File: config.mk
export PLATFORM = sky130hd
export DESIGN_NAME = sle_lamp_encoder
export DESIGN_NICKNAME = d
export VERILOG_FILES = /design/src/hw/sle_pkg.sv /design/src/hw/sle_lamp_encoder.sv
export VERILOG_INCLUDE_DIRS = /design/src /design/src/hw
export SDC_FILE = /design/constraint.sdc
export NUM_CORES = 1
export LEC_CHECK = 0
export ABC_CLOCK_PERIOD_IN_PS = 3100
export BUFFER_PORTS_ARGS = -buffer_cell sky130_fd_sc_hd__buf_2
export CAP_MARGIN = 40
export CORE_AREA = 2 2 84 86
export CTS_CLUSTER_DIAMETER = 50
export CTS_CLUSTER_SIZE = 16
export DETAILED_ROUTE_END_ITERATION = 10
export DIE_AREA = 0 0 86 88
export GPL_ROUTABILITY_DRIVEN = 0
export PLACE_DENSITY_LB_ADDON = 0.3
export SYNTH_ARGS = -nofsm -noshare
export SYNTH_HDL_FRONTEND = slang
export SYNTH_SLANG_ARGS = --single-unit
File: constraint.sdc
create_clock -name clk_sys -period 3.1 [get_ports clk_sys]
set_clock_uncertainty 0.05 [all_clocks]
set_input_delay 0.93 -clock clk_sys [delete_from_list [all_inputs] [get_ports clk_sys]]
set_output_delay 0.93 -clock clk_sys [all_outputs]
set_load 0.02 [all_outputs]
File: src/hw/sle_defines.svh
`ifndef SLE_DEFINES_SVH
`define SLE_DEFINES_SVH

// timing
`define SLE_CLK_KHZ          125000
`define SLE_FAST_HALF_MS     200
`define SLE_SLOW_HALF_MS     1000
`define SLE_FAST_HALF_CYC    (`SLE_FAST_HALF_MS * `SLE_CLK_KHZ)
`define SLE_SLOW_RATIO       (`SLE_SLOW_HALF_MS / `SLE_FAST_HALF_MS)

// register offsets
`define SLE_ADDR_STATUS      8'h00
`define SLE_ADDR_MASK        8'h04
`define SLE_ADDR_LAMPS       8'h08

// event bit positions
`define SLE_EV_FAULT         0
`define SLE_EV_CELL          1
`define SLE_EV_ALARM         2
`define SLE_EV_W             3

// reset values
`define SLE_MASK_RST         3'h0
`define SLE_STATUS_RST       3'h0

`endif

File: src/hw/sle_pkg.sv
package sle_pkg;

   typedef enum logic [1:0] {
      SLE_SEV_NORMAL,
      SLE_SEV_MINOR,
      SLE_SEV_MODERATE,
      SLE_SEV_MAJOR
   } sle_sev_type;

   typedef enum logic [1:0] {
      SLE_PRG_STOP,
      SLE_PRG_RUN,
      SLE_PRG_PAUSE
   } sle_prg_type;

   typedef enum logic [1:0] {
      SLE_CARD_ABSENT,
      SLE_CARD_UNAVAIL,
      SLE_CARD_READYING,
      SLE_CARD_AVAIL
   } sle_card_type;

   typedef enum logic [1:0] {
      SLE_PAT_OFF,
      SLE_PAT_ON,
      SLE_PAT_FAST,
      SLE_PAT_SLOW
   } sle_pat_type;

   typedef enum logic [1:0] {
      SLE_ROLE_SINGLE,
      SLE_ROLE_CONTROL,
      SLE_ROLE_BACKUP,
      SLE_ROLE_UNKNOWN
   } sle_role_type;

   typedef struct packed {
      logic [31:0] tick_cnt;
      logic [7:0]  ratio_cnt;
      logic        fast_ph;
      logic        slow_ph;
      logic [1:0]  ctrl_sync;
      logic [1:0]  sby_sync;
      logic        fault_prev;
      logic        cell_prev;
      logic        alarm_prev;
      logic [2:0]  status;
      logic [2:0]  mask;
      logic        irq;
      logic [31:0] rd_data;
      logic        operational_lamp;
      logic        fault_lamp;
      logic        program_state_lamp;
      logic        alarm_flag_lamp;
      logic        cell_low_lamp;
      logic        card_available_lamp;
      sle_role_type role;
   } sle_state_type;

endpackage : sle_pkg

File: src/hw/sle_lamp_encoder.sv
// Contract
// - ready/error pair: on-off normal, on-on minor, on-flash moderate, off-on/flash major.
// - minor error during online module change flashes ready, error steadily on.
// - initial processing flashes ready with 2s period, error off.
// - online module change without error flashes ready at 400ms, error off.
// - non-redundant: program lamp on running, flashing paused, off stopped or stop error.
// - controlling member uses the same run, pause, stop program lamp encoding.
// - backup member in backup mode: on/flash only when both systems execute.
// - backup member in separate mode: flash also while awaiting run transition.
// - roles undetermined: flash while awaiting switch run transition, otherwise off.
// - alarm lamp on while any alarm flag is set, off otherwise.
// - battery lamp flashes while battery low, off otherwise.
// - card lamp on available, flashing readying, off unavailable or absent.
// - role taken from companion unit: control lamp on controls, standby lamp standby.
//
// Implementation choices: the strobed register port and the placing of the registers.
`timescale 1ns/1ps
`include "sle_defines.svh"

module sle_lamp_encoder
   import sle_pkg::*;
#(
   parameter int unsigned FAST_HALF_CYC = `SLE_FAST_HALF_CYC,
   parameter int unsigned SLOW_RATIO    = `SLE_SLOW_RATIO
) (
   input  wire logic         clk_sys,
   input  wire logic         nrst,
   // internal status
   input  wire sle_sev_type  fault_severity,
   input  wire logic         major_fault_flash,
   input  wire logic         online_change,
   input  wire logic         initial_processing,
   input  wire sle_prg_type  program_state,
   input  wire logic         stop_error,
   input  wire logic         await_run_transition,
   input  wire logic         redundant_en,
   input  wire logic         separate_mode,
   input  wire logic         peer_executing,
   input  wire logic         alarm_flag_any,
   input  wire logic         cell_low,
   input  wire sle_card_type card_state,
   // companion redundancy unit lamps (asynchronous)
   input  wire logic         companion_ctrl_lamp,
   input  wire logic         companion_backup_member_lamp,
   // register port
   input  wire logic [7:0]   reg_addr,
   input  wire logic [31:0]  reg_wr_data,
   input  wire logic         reg_wr_en,
   input  wire logic         reg_rd_en,
   output logic [31:0]       reg_rd_data,
   output logic              irq,
   // lamps
   output logic              operational_lamp,
   output logic              fault_lamp,
   output logic              program_state_lamp,
   output logic              alarm_flag_lamp,
   output logic              cell_low_lamp,
   output logic              card_available_lamp
);

   sle_state_type st_reg;
   sle_state_type st_next;

   logic        ready_lvl;
   logic        error_lvl;
   logic        prog_lvl;
   logic        card_lvl;

   sle_pat_type ready_pat;
   sle_pat_type error_pat;
   sle_pat_type prog_pat;
   sle_pat_type card_pat;
   sle_pat_type run_pat;
   logic        fault_now;
   logic [2:0]  events;
   logic [2:0]  w1c;

   // run/pause/stop encoding shared by single and controlling member
   always_comb begin
      run_pat = SLE_PAT_OFF;
      case (program_state)
         SLE_PRG_RUN:   run_pat = SLE_PAT_ON;
         SLE_PRG_PAUSE: run_pat = SLE_PAT_FAST;
         SLE_PRG_STOP:  run_pat = SLE_PAT_OFF;
         default:       run_pat = SLE_PAT_OFF;
      endcase
   end

   always_comb begin
      ready_pat = SLE_PAT_ON;
      error_pat = SLE_PAT_OFF;
      if (initial_processing) begin
         ready_pat = SLE_PAT_SLOW;
         error_pat = SLE_PAT_OFF;
      end else begin
         case (fault_severity)
            SLE_SEV_NORMAL: begin
               ready_pat = online_change ? SLE_PAT_FAST : SLE_PAT_ON;
               error_pat = SLE_PAT_OFF;
            end
            SLE_SEV_MINOR: begin
               ready_pat = online_change ? SLE_PAT_FAST : SLE_PAT_ON;
               error_pat = SLE_PAT_ON;
            end
            SLE_SEV_MODERATE: begin
               ready_pat = SLE_PAT_ON;
               error_pat = SLE_PAT_FAST;
            end
            SLE_SEV_MAJOR: begin
               ready_pat = SLE_PAT_OFF;
               error_pat = major_fault_flash ? SLE_PAT_FAST : SLE_PAT_ON;
            end
            default: begin
               ready_pat = SLE_PAT_OFF;
               error_pat = SLE_PAT_ON;
            end
         endcase
      end
   end

   always_comb begin
      prog_pat = SLE_PAT_OFF;
      case (st_reg.role)
         SLE_ROLE_SINGLE:  prog_pat = run_pat;
         SLE_ROLE_CONTROL: prog_pat = run_pat;
         SLE_ROLE_BACKUP: begin
            if (separate_mode) begin
               if (program_state == SLE_PRG_RUN) begin
                  prog_pat = SLE_PAT_ON;
               end else if (program_state == SLE_PRG_PAUSE || await_run_transition) begin
                  prog_pat = SLE_PAT_FAST;
               end else begin
                  prog_pat = SLE_PAT_OFF;
               end
            end else begin
               prog_pat = peer_executing ? run_pat : SLE_PAT_OFF;
            end
         end
         SLE_ROLE_UNKNOWN: prog_pat = await_run_transition ? SLE_PAT_FAST : SLE_PAT_OFF;
         default:          prog_pat = SLE_PAT_OFF;
      endcase
      if (stop_error) begin
         prog_pat = SLE_PAT_OFF;
      end
   end

   always_comb begin
      card_pat = SLE_PAT_OFF;
      case (card_state)
         SLE_CARD_AVAIL:    card_pat = SLE_PAT_ON;
         SLE_CARD_READYING: card_pat = SLE_PAT_FAST;
         SLE_CARD_UNAVAIL:  card_pat = SLE_PAT_OFF;
         SLE_CARD_ABSENT:   card_pat = SLE_PAT_OFF;
         default:           card_pat = SLE_PAT_OFF;
      endcase
   end

   // every flashing lamp reads the same phase flops, so they stay in phase
   sle_pat_level i_sle_pat_level_ready (
      .pat     (ready_pat),
      .fast_ph (st_reg.fast_ph),
      .slow_ph (st_reg.slow_ph),
      .lvl     (ready_lvl)
   );
   sle_pat_level i_sle_pat_level_error (
      .pat     (error_pat),
      .fast_ph (st_reg.fast_ph),
      .slow_ph (st_reg.slow_ph),
      .lvl     (error_lvl)
   );
   sle_pat_level i_sle_pat_level_prog (
      .pat     (prog_pat),
      .fast_ph (st_reg.fast_ph),
      .slow_ph (st_reg.slow_ph),
      .lvl     (prog_lvl)
   );
   sle_pat_level i_sle_pat_level_card (
      .pat     (card_pat),
      .fast_ph (st_reg.fast_ph),
      .slow_ph (st_reg.slow_ph),
      .lvl     (card_lvl)
   );

   assign fault_now = (fault_severity != SLE_SEV_NORMAL);
   always_comb begin
      events = 3'h0;
      events[`SLE_EV_FAULT] = fault_now && !st_reg.fault_prev;
      events[`SLE_EV_CELL]  = cell_low && !st_reg.cell_prev;
      events[`SLE_EV_ALARM] = alarm_flag_any && !st_reg.alarm_prev;
      w1c = 3'h0;
      if (reg_wr_en && reg_addr == `SLE_ADDR_STATUS) begin
         w1c = reg_wr_data[`SLE_EV_W-1:0];
      end
   end

   always_comb begin
      st_next = st_reg;

      // single timebase: fast phase per half-period, slow phase every SLOW_RATIO halves
      if (st_reg.tick_cnt >= FAST_HALF_CYC - 1) begin
         st_next.tick_cnt = 32'h0;
         st_next.fast_ph  = !st_reg.fast_ph;
         if (st_reg.ratio_cnt >= 8'(SLOW_RATIO - 1)) begin
            st_next.ratio_cnt = 8'h0;
            st_next.slow_ph   = !st_reg.slow_ph;
         end else begin
            st_next.ratio_cnt = st_reg.ratio_cnt + 8'h1;
         end
      end else begin
         st_next.tick_cnt = st_reg.tick_cnt + 32'h1;
      end

      // companion lamps pass two flip-flops before use
      st_next.ctrl_sync = {st_reg.ctrl_sync[0], companion_ctrl_lamp};
      st_next.sby_sync  = {st_reg.sby_sync[0], companion_backup_member_lamp};
      if (!redundant_en) begin
         st_next.role = SLE_ROLE_SINGLE;
      end else if (st_reg.ctrl_sync[1]) begin
         st_next.role = SLE_ROLE_CONTROL;
      end else if (st_reg.sby_sync[1]) begin
         st_next.role = SLE_ROLE_BACKUP;
      end else begin
         st_next.role = SLE_ROLE_UNKNOWN;
      end

      st_next.operational_lamp    = ready_lvl;
      st_next.fault_lamp          = error_lvl;
      st_next.program_state_lamp  = prog_lvl;
      st_next.alarm_flag_lamp     = alarm_flag_any;
      st_next.cell_low_lamp       = cell_low && st_reg.fast_ph;
      st_next.card_available_lamp = card_lvl;

      // sticky events, set wins over clear
      st_next.fault_prev = fault_now;
      st_next.cell_prev  = cell_low;
      st_next.alarm_prev = alarm_flag_any;
      st_next.status     = (st_reg.status & ~w1c) | events;
      if (reg_wr_en && reg_addr == `SLE_ADDR_MASK) begin
         st_next.mask = reg_wr_data[`SLE_EV_W-1:0];
      end
      st_next.irq = |(st_next.status & st_next.mask);

      st_next.rd_data = 32'h0;
      if (reg_rd_en) begin
         case (reg_addr)
            `SLE_ADDR_STATUS: st_next.rd_data = {29'h0, st_reg.status};
            `SLE_ADDR_MASK:   st_next.rd_data = {29'h0, st_reg.mask};
            `SLE_ADDR_LAMPS:  st_next.rd_data = {22'h0, st_reg.role,
                                                 2'h0,
                                                 st_reg.card_available_lamp,
                                                 st_reg.cell_low_lamp,
                                                 st_reg.alarm_flag_lamp,
                                                 st_reg.program_state_lamp,
                                                 st_reg.fault_lamp,
                                                 st_reg.operational_lamp};
            default:          st_next.rd_data = 32'h0;
         endcase
      end
   end

   always_ff @(posedge clk_sys) begin
      if (!nrst) begin
         st_reg        <= '0;
         st_reg.status <= `SLE_STATUS_RST;
         st_reg.mask   <= `SLE_MASK_RST;
         st_reg.role   <= SLE_ROLE_SINGLE;
      end else begin
         st_reg <= st_next;
      end
   end

   assign reg_rd_data         = st_reg.rd_data;
   assign irq                 = st_reg.irq;
   assign operational_lamp    = st_reg.operational_lamp;
   assign fault_lamp          = st_reg.fault_lamp;
   assign program_state_lamp  = st_reg.program_state_lamp;
   assign alarm_flag_lamp     = st_reg.alarm_flag_lamp;
   assign cell_low_lamp       = st_reg.cell_low_lamp;
   assign card_available_lamp = st_reg.card_available_lamp;

endmodule : sle_lamp_encoder

// one lamp's level from its pattern and the shared flash phases
module sle_pat_level
   import sle_pkg::*;
(
   input  wire sle_pat_type pat,
   input  wire logic        fast_ph,
   input  wire logic        slow_ph,
   output logic             lvl
);

   always_comb begin
      lvl = 1'b0;
      case (pat)
         SLE_PAT_OFF:  lvl = 1'b0;
         SLE_PAT_ON:   lvl = 1'b1;
         SLE_PAT_FAST: lvl = fast_ph;
         SLE_PAT_SLOW: lvl = slow_ph;
         default:      lvl = 1'b0;
      endcase
   end

endmodule : sle_pat_level

* After elaboration in Yosys (flattened, before gate mapping)
Index checks and enable logic that the tools add are counted.
** Storage, ports and cells
- Bits in registers :: 95
- Word-level logic and storage cells :: 110
- Bits of input ports :: 62
- Output and inout bits :: 39
** Cells by class
- Reduce and logical (&&, ||, !) cells :: 30
- Muxes and demuxes :: 25
- Bitwise gates (word level) :: 6
- Equality and inequality tests :: 25
- $add $sub $neg :: 2
- Order comparisons :: 2
** Operators by type and width (count)
- 32-bit by 1-bit adder with 32-bit output, second input constant :: 1
- 32-bit by 25-bit greater-or-equal comparator with 1-bit output, second input constant :: 1
- 2-bit equality test, second input constant :: 15
- 10-bit one-hot mux with 3 select lines :: 1
- 2-bit 2-to-1 mux :: 10
- 2-bit one-hot mux with 3 select lines :: 3
- 2-bit by 1-bit equality test with 1-bit output, second input constant :: 8
- 1-bit one-hot mux with 4 select lines :: 4
- 2-bit zero test :: 7
- 8-bit by 1-bit adder with 8-bit output, second input constant :: 1
- 8-bit by 3-bit equality test with 1-bit output, second input constant :: 1
- 8-bit by 4-bit equality test with 1-bit output, second input constant :: 1
- 8-bit by 3-bit greater-or-equal comparator with 1-bit output, second input constant :: 1
- 8-bit zero test :: 1
- 8-bit 2-to-1 mux :: 1
- 2-bit one-hot mux with 4 select lines :: 1
- 2-bit OR reduction :: 4
- 3-bit bitwise AND :: 2
- 1-bit logical AND :: 6
- 3-bit 2-to-1 mux :: 2
- 2-bit AND reduction :: 3
- 3-bit OR reduction :: 2
- 1-bit zero test :: 5
- 2-bit one-hot mux with 2 select lines :: 1
- other kinds (6) :: 8

* Logic depth before layout (Yosys ltp)
Gate-level depths: netlist of the first run.
- Word-level depth :: 9
- Mapped depth :: 7
- Gate-level depth less buffers :: 6

* Hierarchy
Synthesis of the first run repeated with hierarchy kept, for this count alone.
** Unflattened totals
- Cell total of the unflattened synthesis :: 340
- Area, all modules :: 3090.5 um^2
** Modules (own cells, without submodules)
- sle_lamp_encoder :: cells each 328, seq. area each 1421.4 um^2, area each 3030.4 um^2, instances 1
- sle_pat_level :: cells each 3, seq. area each 0.0 um^2, area each 15.0 um^2, instances 4

* Least setup slack after synthesis of the first run
No wires, ideal clock.
- Path type :: input port to flip-flop
- From :: input reg_addr[1]
- To :: register st_reg (netlist bit irq)
- Buffers on the path :: 0
- Data arrival time :: 2.443 ns
- Required time :: 2.936 ns
- Slack :: 0.493 ns
- Cell stages on the path :: 5
- Setup time :: 0.114 ns
- Cell sequence :: or4_1 or3_1 nor4b_1 o32ai_1 a21o_1
** Between the ends
- Cells in the longest elaborated chain, start to end :: 8
- Elaborated cells between the ends (all ways) :: 11
- Classes of those cells :: 1 x eq/ne; 2 x mux; 4 x bitwise; 4 x reduce/logical
** RTL lines
- start, declared :: RTL line sle_lamp_encoder.sv:46 : input wire logic [7:0] reg_addr,
- 8-bit zero test
- 1-bit logical AND (no source line)
- 3-bit 2-to-1 mux :: RTL line sle_lamp_encoder.sv:191 : if (reg_wr_en && reg_addr == `SLE_ADDR_STATUS) begin
- 3-bit inverter :: RTL line sle_lamp_encoder.sv:237 : st_next.status = (st_reg.status & ~w1c) | events;
- 3-bit bitwise AND :: RTL line sle_lamp_encoder.sv:237
- 3-bit OR :: RTL line sle_lamp_encoder.sv:237
- 3-bit bitwise AND * :: RTL line sle_lamp_encoder.sv:241 : st_next.irq = |(st_next.status & st_next.mask);
- 3-bit OR reduction * :: RTL line sle_lamp_encoder.sv:241
- end signal, assigned :: RTL line sle_lamp_encoder.sv:268 : st_reg <= st_next;
- end, declared :: RTL line sle_lamp_encoder.sv:61 : sle_state_type st_reg;
Every way passes the cells marked *; elsewhere a longest branch is shown, timed or not.
A chain may end at the register's enable or synchronous reset.

* Worst setup path in the final report of the first run
Ends and elaborated chain as after synthesis.

==> results by group, run 1 <==
Logic synthesis
  • Top cell type's share of synthesized area: 44.64%
  • Post-synthesis sequential area ratio: around 45%
  • Synth Register Bits: 71
  • Post-synthesis cell type count: 52
  • Yosys warns: 0
  • Netlist area before placement: 3184 sq um
  • Largest area contributor in the netlist: dfxtp_1
  • Post-synth top cells: dfxtp_1 (71), buf_4 (32), nor2_1 (23)
  • Post-synth EDFFs: 0
  • Synth area leaders: dfxtp_1 (45%), buf_4 (7.5%), nor2_4 (6.7%), xor2_1 (4.1%), nor2_1 (2.7%)
  • Most common cell in the netlist: dfxtp_1
  • Syn avg cell area: slightly below 10 sq um
  • Post-Synthesis Cells: about 330
  • FFs w/ async S/R, synth: 0%
  • Ys flop type: dfxtp_1

Floorplanning
  • I/O Pins: a little over 100
  • Vert. Die Dim: approximately 88 um
  • Die ar.: between 7000 and 8000 sq um
  • Initial Util: a little under half
  • Row count: 30
  • Core area: 6644 sq um
  • Die Span X: between 80 and 90 um

Clock tree
  • Worst-path clk slew: 0.07 ns
  • Max H-tree Level: 3
  • Clock root buffer master: clkbuf_8
  • TritonCTS buffer count: 9
  • Longest Clk Path Bufs: 2
  • Postcts setup bufs: 0
  • # clock sinks: approximately 70
  • Clock insertion delay at the later pin of the skew report: 0.34 ns
  • Hold-fix buffers at CTS: 0
  • Post-cts repair resize count: 0
  • TritonCTS clock tree: done

Setup path
  • Cell family with most CP delay: simple AND/OR/NAND/NOR gates
  • RR Startpoint: st_reg[79]$_SDFF_PP0_
  • Worst reg-to-reg setup slack: 0.67 ns
  • Reg-to-reg critical path endpoint: st_reg[66]$_SDFF_PP0_
  • Type of origin of the critical path: input port
  • Critical-path cell list: buf_2, or4_1, or3_1, nor4b_1, o32ai_1, a21o_1
  • FF-to-FF path depth: 6
  • CP peak stage delay: about 0.55 ns
  • Worst Setup SP: reg_addr[1]
  • Crit path capture type: flip-flop
  • CP arrival: ~2.7 ns
  • Worst-path fanout max: 4
  • CP required: approximately 3.3 ns
  • Crit Path Category: input port to flip-flop
  • Slowest CP cell: or4_1
  • Bufs and invs on worst path: 1

Global routing
  • GR Overflow Total: 0
  • Total GRT Usage: 14.59%
  • First-pass GRT wire length: slightly below 9 mm
  • Initial antenna violation count: 0
  • Vias in the first global route: ~2.0k
  • Largest net degree at the start of global routing: 23

Min path
  • Hold path start: st_reg[51]$_SDFF_PN0_
  • Worst hold stages: 1
  • WHS Endpoint: st_reg[0]$_SDFF_PN0_
  • Tightest Hold Check Type: flip-flop to flip-flop

Drt
  • Vias: 2218
  • Via density per instance: a little under 5
  • Wirelength per Cell: ~12 um
  • Remaining DRCs: 0
  • DRT iter0 DRCs: 81
  • Final WL: ~5.3 mm
  • Routed Antenna Nets: 0
  • First-pass DRT Iterations: 4

Run
  • MaxCap Viol Count: 0

Final layout
  • Layout cells sized above 1: a little under a quarter
  • Fin cells: around 460
  • Synth-to-layout area growth: 11.08%
  • Max reg flops: 54
  • N_diodes: 0
  • Final net count: 441

STA
  • Fin. Hold Viols: 0
  • Worst rel slew slack: 42.64%
  • Worst slew pin tran: 0.8539 ns
  • Post-route clock period utilization: between 80% and 90%
  • RSZ-0062 raised after global routing: no
  • Final setup violation count: 0
  • F_max: around 400 MHz
  • Minimum clock period: between 2 and 3 ns
  • Post-Route Setup TNS: 0 ns
  • Count of pins over their slew limit: 0

Pwr
  • Maximum VDD drop: between 0.2 and 0.3 mV
  • Pwr/cell area: between 500 and 600 nW/um^2
  • Leak: ~1.5 nW

Place
  • Placed instance count: ~450
  • DPL Wire Length: roughly 3.8 mm
  • Port Buffer Count: 47

Outcome
  • Status: finished clean
## stage by stage
stage | setup slack, ns | cell area, sq um | hold slack [ns] | power, mW | utilization, %
finish | 0.5999 | 3537 | 0.3613 | 1.797 | 53.24
global route | 0.4564 | 3537 | 0.3790 | 1.870 | 53.24
CTS | 0.6175 | 3537 | 0.3642 | 1.821 | 53.24
detailed placement | 0.2598 | 3332 | 0.3527 | 1.078 | 50.15
global placement | 0.2628 | 3332 | 0.3458 | 1.075 | 50.15
floorplan | 0.4928 | 3297 | 0.3366 | 1.064 | -
## worst reg2reg max path: stages (launching register included)
cell      delay (ns)
dfxtp_1         0.35
or4_1           0.54
a2111o_1        0.45
a211oi_4        0.28
nand2_4         0.23
buf_4           0.32
nor2_1          0.15
## logic make-up (layout without fill, tap and decap cells)
logic type                 after synthesis  after routing  share of synthesized area [%]
AOI/OAI and AO/OA                       36             36                          7.820
buffers and inverters                   52             76                          11.20
muxes                                    5              5                          1.572
other                                    1             31                         0.1178
and+or+nand+nor                        136            136                          27.15
DFF                                     71             71                          44.64
adders and majority gates                3              3                          1.179
xor gates and xnor gates                23             23                          6.326
## cells in the final DEF, fill, tap and decap left out, types with 8 or more instances in the layout
cell type | synthesis | layout
and2_1 | 12 | 12
conb_1 | 1 | 31
a21oi_1 | 13 | 13
nand3_1 | 14 | 14
dfxtp_1 | 71 | 71
nor2_1 | 23 | 23
nor2_4 | 19 | 19
clkbuf_8 | 0 | 10
inv_1 | 11 | 11
xor2_1 | 15 | 15
xnor2_1 | 8 | 8
buf_2 | 1 | 47
nand2_1 | 13 | 13
and3_1 | 12 | 12
## report_power, final
part	internal, mW	switching, mW	leakage [nW]
registers	0.934	0.0126	0.579
clock network	0.396	0.343	0.0989
logic	0.0401	0.0710	0.806
## routing by layer
layer / vias up / global-route usage [%] / share of wire (%)
met5: - / 0 / 0
met4: 0 / 7.215 / 1.6
met3: 7 / 4.147 / 5.1
met2: 58 / 24.45 / 47
met1: 1006 / 17.17 / 46
li1: 1147 / - / -
## layout make-up
type	instances	area, sq um
Fill cell	621	3107
Multi-Input combinational cell	234	1519
Sequential cell	71	1421
Timing Repair Buffer	49	250.2
Clock buffer	10	137.6
Tap cell	80	100.1
Clock inverter	6	67.56
Inverter	11	41.29
## worst max-delay path by stage
stage / endpoint / slack (ns) / cells after the start
floorplan: irq$_SDFF_PN0_ / 0.49 / 5
global placement: irq$_SDFF_PN0_ / 0.26 / 6
detailed placement: irq$_SDFF_PN0_ / 0.26 / 6
CTS: irq$_SDFF_PN0_ / 0.62 / 6
global route: irq$_SDFF_PN0_ / 0.46 / 6
finish: irq$_SDFF_PN0_ / 0.60 / 6
(Power assumes the default switching activity.)
==> run 2, diff against run 1 <==
- ABC_CLOCK_PERIOD_IN_PS: 3100 -> 2600
- clock period: 3.1 -> 2.6 ns (I/O delays scaled with it)
==> run 2 against run 1 <==
Against the previous run:
- wire length down 0.24%
- non-clock buffer count up 9
- combinational power up 23%
- total power up 25%
- register-to-register slack worse by 0.30 ns
- setup slack worse by 0.33 ns
- largest power group unchanged
==> results by group, run 2 (synthesis results as in run 1) <==
Outcome
  • Status: finished clean

Setup path
  • Type of origin of the critical path: input port
  • Worst-path fanout max: 3
  • CP peak stage delay: 0.56 ns
  • Cell family with most CP delay: simple AND/OR/NAND/NOR gates
  • Slowest CP cell: or4_1
  • Bufs and invs on worst path: 1
  • Critical-path cell list: buf_2, or4_1, or3_1, nor4b_1, o32ai_1, a21o_1
  • CP required: about 2.8 ns
  • Crit path capture type: flip-flop
  • Crit Path Category: input port to flip-flop
  • CP arrival: approximately 2.5 ns

Final layout
  • Fill cells: 600
  • Commonest cells after routing, fill and taps aside: dfxtp_1 (71), buf_2 (47), conb_1 (31)
  • Final net count: between 400 and 500
  • Final design utilization: a little under three fifths
  • Synth-to-layout area growth: 14.77%
  • Layout cells sized above 1: about 26%
  • Commonest non-fill, non-tap cell in the layout: dfxtp_1
  • Max reg flops: 54
  • N_diodes: 0

Drt
  • Remaining DRCs: 0
  • Via density per instance: 4.783
  • Final WL: 5.310 mm
  • First-pass DRT Iterations: 4
  • Routed Antenna Nets: 0
  • Vias: 2248
  • DRT iter0 DRCs: ~80
  • Wirelength per Cell: between 10 and 15 um

Run
  • MaxCap Viol Count: 0

Clock tree
  • TritonCTS buffer count: 9
  • # clock sinks: between 70 and 80
  • TritonCTS clock tree: done
  • Max H-tree Level: 3
  • Post-cts repair resize count: 0
  • Hold-fix buffers at CTS: 0
  • Clock root buffer master: clkbuf_8
  • Postcts setup bufs: 0
  • Longest Clk Path Bufs: 2
  • Clock insertion delay at the later pin of the skew report: between 0.3 and 0.4 ns
  • Worst-path clk slew: 0.07 ns

Global routing
  • M3 GR Usage: under 10%
  • GR Overflow Total: 0
  • GRT busiest layer: met2
  • GRT met2 Usage: approximately 25%
  • GR Layer Usage met1: roughly 17%
  • Initial antenna violation count: 0
  • Total GRT Usage: 14.84%
  • First-pass GRT wire length: about 8.9 mm
  • Largest net degree at the start of global routing: 20
  • Vias in the first global route: 2092

STA
  • Fin. Hold Viols: 0
  • Hold_ws: about 0.36 ns
  • Post-Route Setup TNS: 0 ns
  • RSZ-0062 raised after global routing: no
  • Count of pins over their slew limit: 0
  • Worst slew pin tran: between 0.5 and 0.6 ns
  • F_max: roughly 430 MHz
  • Worst rel slew slack: 65.68%
  • Minimum clock period: ~2.3 ns
  • Final setup violation count: 0
  • Worst setup margin: roughly 0.27 ns
  • Post-route clock period utilization: 89.70%

Floorplanning
  • I/O Pins: between 100 and 150
  • Row count: 30
  • Initial Util: 47.93%
  • Die Span X: 86 um
  • Vert. Die Dim: 88 um
  • Die ar.: 7568 sq um
  • Core area: between 6000 and 7000 sq um

Min path
  • Tightest Hold Check Type: flip-flop to flip-flop

Place
  • Port Buffer Count: 47
  • Post-Place Setup Slack: -0.06080 ns
  • DPL Wire Length: about 4 mm

Pwr
  • Maximum VDD drop: about 0.33 mV
  • Leak: between 1.5 and 2 nW
  • Pwr/cell area: around 620 nW/um^2
run 2: changes by cell type in the layout (fill, tap and decap cells not counted), sizes merged:
cell    delta
buf        +9
bufinv     +1
clkinv     -1
run 2: final cells by class:
type	instances	area [sq um]	share of cell area, %
multi-input cells	234	1519	41.56
flip-flops and latches	71	1421	38.89
repair buffers	58	342.8	9.380
clock buffers	10	137.6	3.766
well taps	80	100.1	2.739
clock inverters	6	92.59	2.533
inverters	11	41.29	1.130
run 2: power breakdown:
group | internal, mW | switching (mW)
logic | 0.0501 | 0.0858
clock network | 0.571 | 0.413
registers | 1.11 | 0.0146
run 2: final timing paths:
check	slack, ns	start	endpoint	cells past startpoint
max	0.27	reg_addr[1]	irq$_SDFF_PN0_	6
min	0.36	st_reg[51]$_SDFF_PN0_	st_reg[0]$_SDFF_PN0_	1
max reg2reg	0.37	st_reg[79]$_SDFF_PP0_	st_reg[87]$_SDFF_PP0_	6
min reg2reg	0.36	st_reg[51]$_SDFF_PN0_	st_reg[0]$_SDFF_PN0_	1
run 2: layer usage:
metal	routed length [um]	part of all wire [%]
met5	0	0
met4	76	1.4
met3	289	5.4
met2	2482	47
met1	2461	46
run 2: metrics by stage:
step | area [sq um] | cells | power [mW]
6_report | 3655 | 470 | 2.248
5_1_grt | 3655 | 470 | 2.339
4_1_cts | 3655 | 470 | 2.275
3_5_place_dp | 3425 | 454 | 1.289
3_3_place_gp | 3425 | 454 | 1.285
2_1_floorplan | 3297 | 357 | 1.269
run 2: worst register-to-register path: stages (launching register included):
cell and delay, ns:
dfxtp_1 0.34, or4_1 0.52, a2111o_1 0.44, a211oi_4 0.28, nand2_4 0.21, buf_12 0.22, nor2_4 0.10
